File: config.mk
export PLATFORM = sky130hd
export DESIGN_NAME = sic_ctrl
export DESIGN_NICKNAME = d
export VERILOG_FILES = /design/src/sic_pkg.sv /design/src/sic_ctrl.sv /design/src/sic_sync.sv
export SDC_FILE = /design/constraint.sdc
export NUM_CORES = 1
export LEC_CHECK = 0
export BUFFER_PORTS_ARGS = -buffer_cell sky130_fd_sc_hd__buf_2
export CAP_MARGIN = 20
export CORE_MARGIN = 3
export CORE_UTILIZATION = 40
export DETAILED_ROUTE_END_ITERATION = 8
export PLACE_DENSITY = 0.69
export SLEW_MARGIN = 20
export SYNTH_ARGS = -nofsm -noshare
export SYNTH_HDL_FRONTEND = slang
export SYNTH_HIERARCHICAL = 1
export SYNTH_SLANG_ARGS = --single-unit
File: constraint.sdc
create_clock -name clk_i -period 2 [get_ports clk_i]
set_clock_uncertainty 0.05 [all_clocks]
set_input_delay 0.1 -clock clk_i [delete_from_list [all_inputs] [get_ports clk_i]]
set_output_delay 0.1 -clock clk_i [all_outputs]
set_load 0.02 [all_outputs]
File: src/sic_pkg.sv
// sic_pkg: register map, field positions and reset values of the serial
// interface control block.
// assumes a 32-bit classic wishbone slave with word-aligned registers.
package sic_pkg;
  // register byte addresses
  localparam logic [7:0] ADDR_CTRL   = 8'h00;
  localparam logic [7:0] ADDR_STATUS = 8'h04;
  localparam logic [7:0] ADDR_DATA   = 8'h08;
  localparam logic [7:0] ADDR_PORT   = 8'h0C;
  localparam logic [7:0] ADDR_IMASK  = 8'h10;
  // control register fields
  localparam int CTRL_SIE = 7;
  localparam int CTRL_OIE = 6;
  localparam int CTRL_WM  = 4;
  localparam int CTRL_CS  = 2;
  localparam int CTRL_CLK = 1;
  localparam int CTRL_TC  = 0;
  // status register fields
  localparam int STAT_SIF = 7;
  localparam int STAT_OIF = 6;
  localparam int STAT_CNT = 0;
  // port register fields
  localparam int PORT_DO_OUT  = 0;
  localparam int PORT_DO_DIR  = 1;
  localparam int PORT_CK_OUT  = 2;
  localparam int PORT_CK_DIR  = 3;
  localparam int PORT_DI_OUT  = 4;
  localparam int PORT_DI_DIR  = 5;
  // reset values and counter top
  localparam logic [7:0] CTRL_RST = 8'h00;
  localparam logic [7:0] DATA_RST = 8'h00;
  localparam logic [7:0] PORT_RST = 8'h00;
  localparam logic [1:0] IMASK_RST = 2'h0;
  localparam logic [3:0] CNT_MAX = 4'hF;
  // wire modes
  typedef enum logic [1:0] {
    SIC_WM_OFF   = 2'h0,
    SIC_WM_THREE = 2'h1,
    SIC_WM_TWO   = 2'h2,
    SIC_WM_TWOH  = 2'h3
  } sic_wm_t;
  // one pin, four signals
  typedef struct packed {
    logic in;
    logic out;
    logic oe;
    logic pull;
  } sic_pin_t;
endpackage : sic_pkg

File: src/sic_ctrl.sv
// sic_ctrl: serial interface control with shift register, 4-bit counter,
// wire modes, clock source selection and interrupt flags.
// assumes a classic wishbone master on clk_i; pins are asynchronous.
// How it works
// - start enable lets start flag interrupt
// - overflow enable lets overflow flag interrupt
// - wire mode changes outputs and the start detector only
// - mode 00 leaves outputs to the port register, no hold, no detector
// - three-wire: shift output overrides port bit
// - two-wire data pulls low on zero
// - two-wire clock held low after start
// - two-wire disables pull-ups on both pins
// - mode 11 also holds clock on overflow
// - external clock latches output opposite edge
// - select 00 strobe, 01 timer match
// - external edge shifts, counter both edges
// - strobe shifts once, reads zero
// - toggle bit clocks counter when selected
// - toggle inverts clock port, reads zero
// - overflow flag set on 15 to 0
// - start flag cleared by one, releases hold
// - output from shift register bit seven
`timescale 1ns/1ps
`default_nettype none
module sic_ctrl (
  // clock and reset
  input  wire logic        clk_i,
  input  wire logic        rst_i,
  input  wire logic        ce_i,
  // wishbone slave
  input  wire logic        cyc_i,
  input  wire logic        stb_i,
  input  wire logic        we_i,
  input  wire logic [7:0]  adr_i,
  input  wire logic [3:0]  sel_i,
  input  wire logic [31:0] dat_i,
  output logic      [31:0] dat_o,
  output logic             ack_o,
  // timer compare match, same clock domain
  input  wire logic        timer_match_i,
  // global interrupt enable and interrupt
  input  wire logic        global_irq_en_i,
  output logic             irq_o,
  // data output pin
  output logic             do_o,
  output logic             do_oe_o,
  output logic             do_pull_o,
  // data input / sda pin
  input  wire logic        sda_i,
  output logic             sda_o,
  output logic             sda_oe_o,
  output logic             sda_pull_o,
  // clock / scl pin
  input  wire logic        scl_i,
  output logic             scl_o,
  output logic             scl_oe_o,
  output logic             scl_pull_o
);
  ////////////////////////////////////////////////////////////////////////////
  logic [7:0] ctrl_r;
  logic [7:0] data_r;
  logic [7:0] port_r;
  logic [3:0] cnt_r;
  logic       sif_r;
  logic       oif_r;
  logic [1:0] imask_r;
  logic       latch_r;
  logic       sda_s;
  logic       scl_s;
  logic       sda_d_r;
  logic       scl_d_r;
  logic       ack_r;

  // both pin inputs pass two flops before any logic reads them
  sic_sync #(.W(2)) u_sync (
    .clk_i (clk_i),
    .rst_i (rst_i),
    .ce_i  (ce_i),
    .d_i   ({sda_i, scl_i}),
    .q_o   ({sda_s, scl_s})
  );

  always_ff @(posedge clk_i) begin
    if (rst_i) begin
      // pins idle high; a low reset value would fake an edge on release
      sda_d_r <= 1'b1;
      scl_d_r <= 1'b1;
    end else if (ce_i) begin
      sda_d_r <= sda_s;
      scl_d_r <= scl_s;
    end
  end

  ////////////////////////////////////////////////////////////////////////////
  // bus decode
  logic       req;
  logic       wr;
  logic [7:0] wbyte;
  logic       wr_ctrl;
  logic       wr_stat;
  logic       wr_data;
  logic       wr_port;
  logic       wr_mask;

  // the answer gates the request, so a held request is not written twice
  assign req     = cyc_i & stb_i & ~ack_r;
  assign wr      = req & we_i & sel_i[0] & ce_i;
  assign wbyte   = dat_i[7:0];
  assign wr_ctrl = wr & (adr_i == sic_pkg::ADDR_CTRL);
  assign wr_stat = wr & (adr_i == sic_pkg::ADDR_STATUS);
  assign wr_data = wr & (adr_i == sic_pkg::ADDR_DATA);
  assign wr_port = wr & (adr_i == sic_pkg::ADDR_PORT);
  assign wr_mask = wr & (adr_i == sic_pkg::ADDR_IMASK);

  // one wait-free answer: ack one cycle after the request is seen
  always_ff @(posedge clk_i) begin
    if (rst_i) begin
      ack_r <= 1'b0;
    end else if (ce_i) begin
      ack_r <= req;
    end
  end
  assign ack_o = ack_r;

  ////////////////////////////////////////////////////////////////////////////
  // mode and clock source
  sic_pkg::sic_wm_t wm;
  logic [1:0] cs;
  logic       clk_sel;
  logic       two_wire;
  logic       strobe;
  logic       toggle;

  assign wm       = sic_pkg::sic_wm_t'(ctrl_r[sic_pkg::CTRL_WM +: 2]);
  assign cs       = ctrl_r[sic_pkg::CTRL_CS +: 2];
  assign clk_sel  = ctrl_r[sic_pkg::CTRL_CLK];
  assign two_wire = wm[1];
  // a strobe acts under the clock source in force before its own write
  assign strobe   = wr_ctrl & wbyte[sic_pkg::CTRL_CLK];
  assign toggle   = wr_ctrl & wbyte[sic_pkg::CTRL_TC];

  // inputs keep their function in every wire mode
  logic pos_edge;
  logic neg_edge;
  logic shift_clk;
  logic cnt_clk;
  assign pos_edge = scl_s & ~scl_d_r;
  assign neg_edge = ~scl_s & scl_d_r;

  always_comb begin
    shift_clk = 1'b0;
    cnt_clk   = 1'b0;
    unique case (cs)
      2'h0: begin
        shift_clk = strobe;
        cnt_clk   = strobe;
      end
      2'h1: begin
        // a match is a one-clock pulse from this domain, no edge detect
        shift_clk = timer_match_i;
        cnt_clk   = timer_match_i;
      end
      2'h2, 2'h3: begin
        shift_clk = cs[0] ? neg_edge : pos_edge;
        cnt_clk   = clk_sel ? toggle : (pos_edge | neg_edge);
      end
    endcase
  end

  ////////////////////////////////////////////////////////////////////////////
  // control register; the toggle bit is never stored, the strobe bit only as the select bit
  // the select bit sticks only while an external source is chosen
  always_ff @(posedge clk_i) begin
    if (rst_i) begin
      ctrl_r <= sic_pkg::CTRL_RST;
    end else if (ce_i && wr_ctrl) begin
      ctrl_r <= {wbyte[7:2], wbyte[sic_pkg::CTRL_CLK] & wbyte[3], 1'b0};
    end
  end

  // a set mask bit hides its flag from the interrupt only
  always_ff @(posedge clk_i) begin
    if (rst_i) begin
      imask_r <= sic_pkg::IMASK_RST;
    end else if (ce_i && wr_mask) begin
      imask_r <= wbyte[1:0];
    end
  end

  // port register; toggle inverts clock port regardless of direction
  always_ff @(posedge clk_i) begin
    if (rst_i) begin
      port_r <= sic_pkg::PORT_RST;
    end else if (ce_i) begin
      if (wr_port) begin
        port_r <= wbyte;
      end else if (toggle) begin
        port_r[sic_pkg::PORT_CK_OUT] <= ~port_r[sic_pkg::PORT_CK_OUT];
      end
    end
  end

  // shift register: left shift, sampled input is the one-cycle-old pin
  logic data_in;
  assign data_in = sda_d_r;
  always_ff @(posedge clk_i) begin
    if (rst_i) begin
      data_r <= sic_pkg::DATA_RST;
    end else if (ce_i) begin
      if (wr_data) begin
        data_r <= wbyte; // a write wins over a shift
      end else if (shift_clk) begin
        data_r <= {data_r[6:0], data_in};
      end
    end
  end

  // output latch: transparent with internal clock, opposite edge otherwise
  logic ext_clk;
  logic lat_open;
  assign ext_clk  = cs[1];
  // the latch stays shut from the sampling edge to the opposite edge
  assign lat_open = ~ext_clk | (cs[0] ? scl_s : ~scl_s);
  always_ff @(posedge clk_i) begin
    if (rst_i) begin
      latch_r <= 1'b0;
    end else if (ce_i && lat_open) begin
      latch_r <= data_r[7];
    end
  end
  logic ser_out;
  assign ser_out = lat_open ? data_r[7] : latch_r;

  // counter and overflow
  logic       ovf;
  logic       start_det;
  // overflow is the count that wraps from the top back to zero
  assign ovf       = cnt_clk & (cnt_r == sic_pkg::CNT_MAX);
  // start: data falls while the clock stays high
  assign start_det = two_wire & scl_s & scl_d_r & ~sda_s & sda_d_r;

  always_ff @(posedge clk_i) begin
    if (rst_i) begin
      cnt_r <= 4'h0;
    end else if (ce_i) begin
      // a counter write beats a count in the same cycle
      if (wr_stat) begin
        cnt_r <= wbyte[sic_pkg::STAT_CNT +: 4];
      end else if (cnt_clk) begin
        cnt_r <= cnt_r + 4'h1;
      end
    end
  end

  // sticky flags: a set beats a clear in the same cycle, so no event is lost
  always_ff @(posedge clk_i) begin
    if (rst_i) begin
      sif_r <= 1'b0;
    end else if (ce_i) begin
      if (start_det) begin
        sif_r <= 1'b1;
      end else if (wr_stat && wbyte[sic_pkg::STAT_SIF]) begin
        sif_r <= 1'b0;
      end
    end
  end

  always_ff @(posedge clk_i) begin
    if (rst_i) begin
      oif_r <= 1'b0;
    end else if (ce_i) begin
      if (ovf) begin
        oif_r <= 1'b1;
      end else if (wr_stat && wbyte[sic_pkg::STAT_OIF]) begin
        oif_r <= 1'b0;
      end
    end
  end

  // interrupt: control enables, extra mask, and global enable
  logic sif_irq;
  logic oif_irq;
  assign sif_irq = sif_r & ctrl_r[sic_pkg::CTRL_SIE] & ~imask_r[1];
  assign oif_irq = oif_r & ctrl_r[sic_pkg::CTRL_OIE] & ~imask_r[0];
  assign irq_o   = global_irq_en_i & (sif_irq | oif_irq);

  ////////////////////////////////////////////////////////////////////////////
  // pin drive
  logic scl_hold;
  // the hold works through the clock driver, so it needs the direction bit
  assign scl_hold = two_wire & (sif_r |
                    ((wm == sic_pkg::SIC_WM_TWOH) & oif_r));

  always_comb begin
    do_o       = port_r[sic_pkg::PORT_DO_OUT];
    do_oe_o    = port_r[sic_pkg::PORT_DO_DIR];
    do_pull_o  = ~port_r[sic_pkg::PORT_DO_DIR] & port_r[sic_pkg::PORT_DO_OUT];
    sda_o      = port_r[sic_pkg::PORT_DI_OUT];
    sda_oe_o   = port_r[sic_pkg::PORT_DI_DIR];
    sda_pull_o = ~port_r[sic_pkg::PORT_DI_DIR] & port_r[sic_pkg::PORT_DI_OUT];
    scl_o      = port_r[sic_pkg::PORT_CK_OUT];
    scl_oe_o   = port_r[sic_pkg::PORT_CK_DIR];
    scl_pull_o = ~port_r[sic_pkg::PORT_CK_DIR] & port_r[sic_pkg::PORT_CK_OUT];
    unique case (wm)
      sic_pkg::SIC_WM_OFF: begin
        do_o = port_r[sic_pkg::PORT_DO_OUT];
      end
      sic_pkg::SIC_WM_THREE: begin
        do_o = ser_out;
      end
      sic_pkg::SIC_WM_TWO, sic_pkg::SIC_WM_TWOH: begin
        // open drain: the value stays low and the enable does the pulling
        sda_o      = 1'b0;
        sda_oe_o   = port_r[sic_pkg::PORT_DI_DIR] &
                     ~(ser_out & port_r[sic_pkg::PORT_DI_OUT]);
        sda_pull_o = 1'b0;
        scl_o      = 1'b0;
        scl_oe_o   = port_r[sic_pkg::PORT_CK_DIR] &
                     (~port_r[sic_pkg::PORT_CK_OUT] | scl_hold);
        scl_pull_o = 1'b0;
      end
    endcase
  end

  ////////////////////////////////////////////////////////////////////////////
  // read data
  // unmapped addresses read zero; strobe bits never read back
  always_ff @(posedge clk_i) begin
    if (rst_i) begin
      dat_o <= 32'h0;
    end else if (ce_i && req) begin
      unique case (adr_i)
        sic_pkg::ADDR_CTRL:   dat_o <= {24'h0, ctrl_r[7:2], 2'h0};
        sic_pkg::ADDR_STATUS: dat_o <= {24'h0, sif_r, oif_r, 2'h0, cnt_r};
        sic_pkg::ADDR_DATA:   dat_o <= {24'h0, data_r};
        sic_pkg::ADDR_PORT:   dat_o <= {24'h0, port_r};
        sic_pkg::ADDR_IMASK:  dat_o <= {30'h0, imask_r};
        default:              dat_o <= 32'h0;
      endcase
    end
  end
endmodule : sic_ctrl
`default_nettype wire

File: src/sic_sync.sv
// sic_sync: two flip-flop synchroniser for pin inputs.
// assumes inputs are asynchronous to clk_i.
`timescale 1ns/1ps
`default_nettype none
module sic_sync #(
  parameter int W = 1
) (
  // clock and reset
  input  wire logic         clk_i,
  input  wire logic         rst_i,
  input  wire logic         ce_i,
  // data
  input  wire logic [W-1:0] d_i,
  output logic      [W-1:0] q_o
);
  logic [W-1:0] meta_r;
  always_ff @(posedge clk_i) begin
    if (rst_i) begin
      // pulled-up pins idle high; resetting low would fake an edge
      meta_r <= '1;
      q_o    <= '1;
    end else if (ce_i) begin
      meta_r <= d_i;
      q_o    <= meta_r;
    end
  end
endmodule : sic_sync
`default_nettype wire

==> impl_results.md <==
- Hold/Removal Path Class: primary input to flip-flop
- Final WS setup: ~0.064 ns
- Post-Syn Area: 2760 um^2
- # diodes: 0
- Layout area overhead: 17.6%
- CTS tree: yes
- Setup violators final: 0
- Placeable Area: 6530 um^2
- Period minus WS final: 1.94 ns
- Pre-CTS setup slack: -0.154 ns
- Required time worst endpoint: between 2 and 2.5 ns
- GRT Total Usage: ~18%
- Clock Path Buffers: 2
- Port Buffer Count: 45
- #FFs+latches synth: 47
- Cells after Synth: 313
- Postcts setup bufs: 0
- Lkg Pwr: about 0.0013 uW
- Die area: just under 8000 um^2
- CTS buffer count: 5
- Critical Path AT: 2.10 ns
- Initial Utilization: between 40% and 50%
- Chip width: roughly 89 um
- Post-detail-place hpwl: between 5000 and 6000 um
- Sequential cell fraction of total power: between 50% and 60%
- Crit path kind: flip-flop to flip-flop
- Worst skew pair latency: 0.31 ns
- Highest fanout seen on the critical path: 4
- Fmax achieved: about 520 MHz
- Peak supply drop: slightly below 0.3 mV
- Largest net degree at the start of global routing: 34
- Avg Inst Size Synth: about 8.8 um^2
- Sink Count: 47
- Post-route clock period utilization: around 97%
- Initial antenna violation count: 0
- Top FF cell, synth: dfxtp_1
- I/O pin count: between 90 and 100
- Register area share after synthesis: 34.1%
- Pwr Density: roughly 540 nW/um^2
- Crit start category: flip-flop
- FP Rows: 29
- GP Congestion: between 0.9 and 1
- Crit end category: flip-flop
- Post-synth ARST share: 0%
- Die Span Y: a little under 90 um
- Final WL: roughly 6700 um
- Sw Share: 27.1%
- Combinational share of power: 10.7%
- Via density per instance: between 5 and 6
- Unique masters post-synth: between 50 and 60
- Vias in the first global route: about 2.1k
- NetSw: 479 uW
- Hold_ws: 0.0126 ns
- Met3 WL post-DR: approximately 300 um
- Final Hold Vio Count: 0
- Final net count: roughly 430
- DRC violations left: 0
- Final core utilization: between 40% and 50%
- Post-synth EDFFs: 0
- Number of antenna-violating nets in the routed design: 0
- Drt first pass iters: 5
- Layout cells sized above 1: between 20% and 30%
- Clk network pwr share: between 30 and 40%
- Overflow after GRT: 0
- First-pass GRT wire length: about 11,000 um
- Yosys warns: 6
- Internal cell power: 1290 uW
- Total power: roughly 1800 uW
- Max-Cap Viols: 0
- Met1 wire length: approximately 3300 um
- Unrepaired setup endpoints after global routing: yes
- # fillers: slightly above 600
- Routed length per instance: ~15 um
- Vias: 2,376
- Worst-path clk slew: 0.09 ns
- DR WL met2: around 3000 um
- Fin. max-slew vios: 0
- Iter 0 DRT Violations: between 100 and 150
- CTS root buf: clkbuf_8
- Run status: complete, no violations
- Top layer in use: met4
- H-tree depth: 2
[path summary, 6_finish.rpt]
path / start / end / slack [ns] / cells past startpoint
worst min-delay path: dat_i[5] / port_r[5] / 0.01 / 3
worst max register to register: ack_o / cnt_r[1] / 0.06 / 6
worst max-delay path: ack_o / cnt_r[1] / 0.06 / 6
worst min register to register: dat_o[4] / dat_o[4] / 0.40 / 2
[synthesized netlist by cell type (4+ instances only)]
cell type  number  area (um^2)
nor2_1         48          180
dfxtp_1        47          941
mux2i_1        31          310
buf_4          24          180
nand2_1        18         67.6
nand2b_1       12         75.1
a21oi_1        11         55.1
a22oi_1        10         75.1
clkbuf_1       10         37.5
nor2b_1        10         62.6
a2111oi_2       8          120
nor3_1          7         35.0
o21ai_0         6         30.0
inv_1           5         18.8
nand3_1         5         25.0
a211o_1         4         35.0
a221o_1         4         40.0
buf_2           4         20.0
[state kept, by name, indices dropped and copies added (netlist names)]
| name | flops |
|---|---|
| u_sync/q_o | 2 |
| cnt_r | 4 |
| u_sync/meta_r | 2 |
| latch_r | 1 |
| ack_o | 1 |
| ctrl_r | 7 |
| dat_o | 8 |
| sif_r | 1 |
| data_r | 8 |
| oif_r | 1 |
| data_in | 1 |
| scl_d_r | 1 |
| port_r | 8 |
| imask_r | 2 |
[logic make-up (layout without fill, tap and decap cells)]
kind of cell / count (synthesis) / in the layout / synth area share (%)
xor+xnor: 3 / 3 / 0.952
mux: 32 / 32 / 11.7
buf+inv: 45 / 81 / 9.84
other cells: 1 / 24 / 0.136
fa+ha+maj: 3 / 3 / 1.36
simple gates: 125 / 125 / 23.8
flops: 47 / 47 / 34.1
compound gates: 57 / 57 / 18.1
[layout by cell type (no fill, tap or decap), drive strengths merged, types with 2 or more instances in the layout]
cell         Yosys  routed
a2111oi          8       8
a211o            4       4
a21oi           11      11
a221o            4       4
a222oi           2       2
a22oi           10      10
a31o             2       2
a41oi            2       2
and2             3       3
and3b            2       2
buf             30      66
clkbuf          10       6
conb             1      24
dfxtp           47      47
dlygate4sd3      0       2
ha               3       3
inv              5       5
mux2i           31      31
nand2           19      19
nand2b          12      12
nand3            5       5
nand3b           2       2
nand4            2       2
nand4b           3       3
nor2            48      48
nor2b           10      10
nor3             7       7
nor3b            2       2
nor4             3       3
o21a             2       2
o21ai            6       6
or3              2       2
or4              2       2
xnor2            2       2
[critical path, stage by stage, from the launching register on]
cell and delay (ns):
dfxtp_2 0.33, nand4b_1 0.24, nor4_4 0.33, buf_4 0.20, a41oi_4 0.18, a31o_1 0.30
a31o_1 0.22
[through the flow]
stage / std cells / TNS, ns / instance area (um^2)
6_report: 449 / 0 / 3250
3_3_place_gp: 439 / -1.10 / 3100
2_1_floorplan: 336 / 0 / 2850
3_5_place_dp: 439 / -1.60 / 3100
5_1_grt: 449 / -0.0729 / 3250
4_1_cts: 449 / 0 / 3220
[what timing repair did]
action	CTS	global route
hold endpoints to repair	2	0
resized for setup	0	10
endpoints found under the setup margin	0	15
hold buffers	2	0
[final cells by class]
| type | instances | area, um^2 | area share [%] |
|---|---|---|---|
| clock buffers | 6 | 82.6 | 2.54 |
| clock inverters | 2 | 16.3 | 0.501 |
| inverters | 5 | 18.8 | 0.578 |
| multi-input cells | 244 | 1660 | 51.1 |
| flip-flops and latches | 47 | 943 | 29.1 |
| well taps | 77 | 96.3 | 2.97 |
| repair buffers | 68 | 432 | 13.3 |
[metal layers]
| layer | track usage (%) | vias up |
|---|---|---|
| li1 | - | 1187 |
| met1 | 24.7 | 1115 |
| met2 | 28.0 | 67 |
| met3 | 3.87 | 7 |
| met4 | 4.74 | 0 |
| met5 | 0 | - |
[power groups by stage]
stage / clock network [uW] / registers (uW) / logic, uW
after floorplan: 0 / 971 / 146
after global placement: 0 / 971 / 183
after detailed placement: 0 / 971 / 185
after CTS: 638 / 949 / 188
after global routing: 673 / 951 / 210
final: 625 / 950 / 189
(Power assumes the default switching activity.)
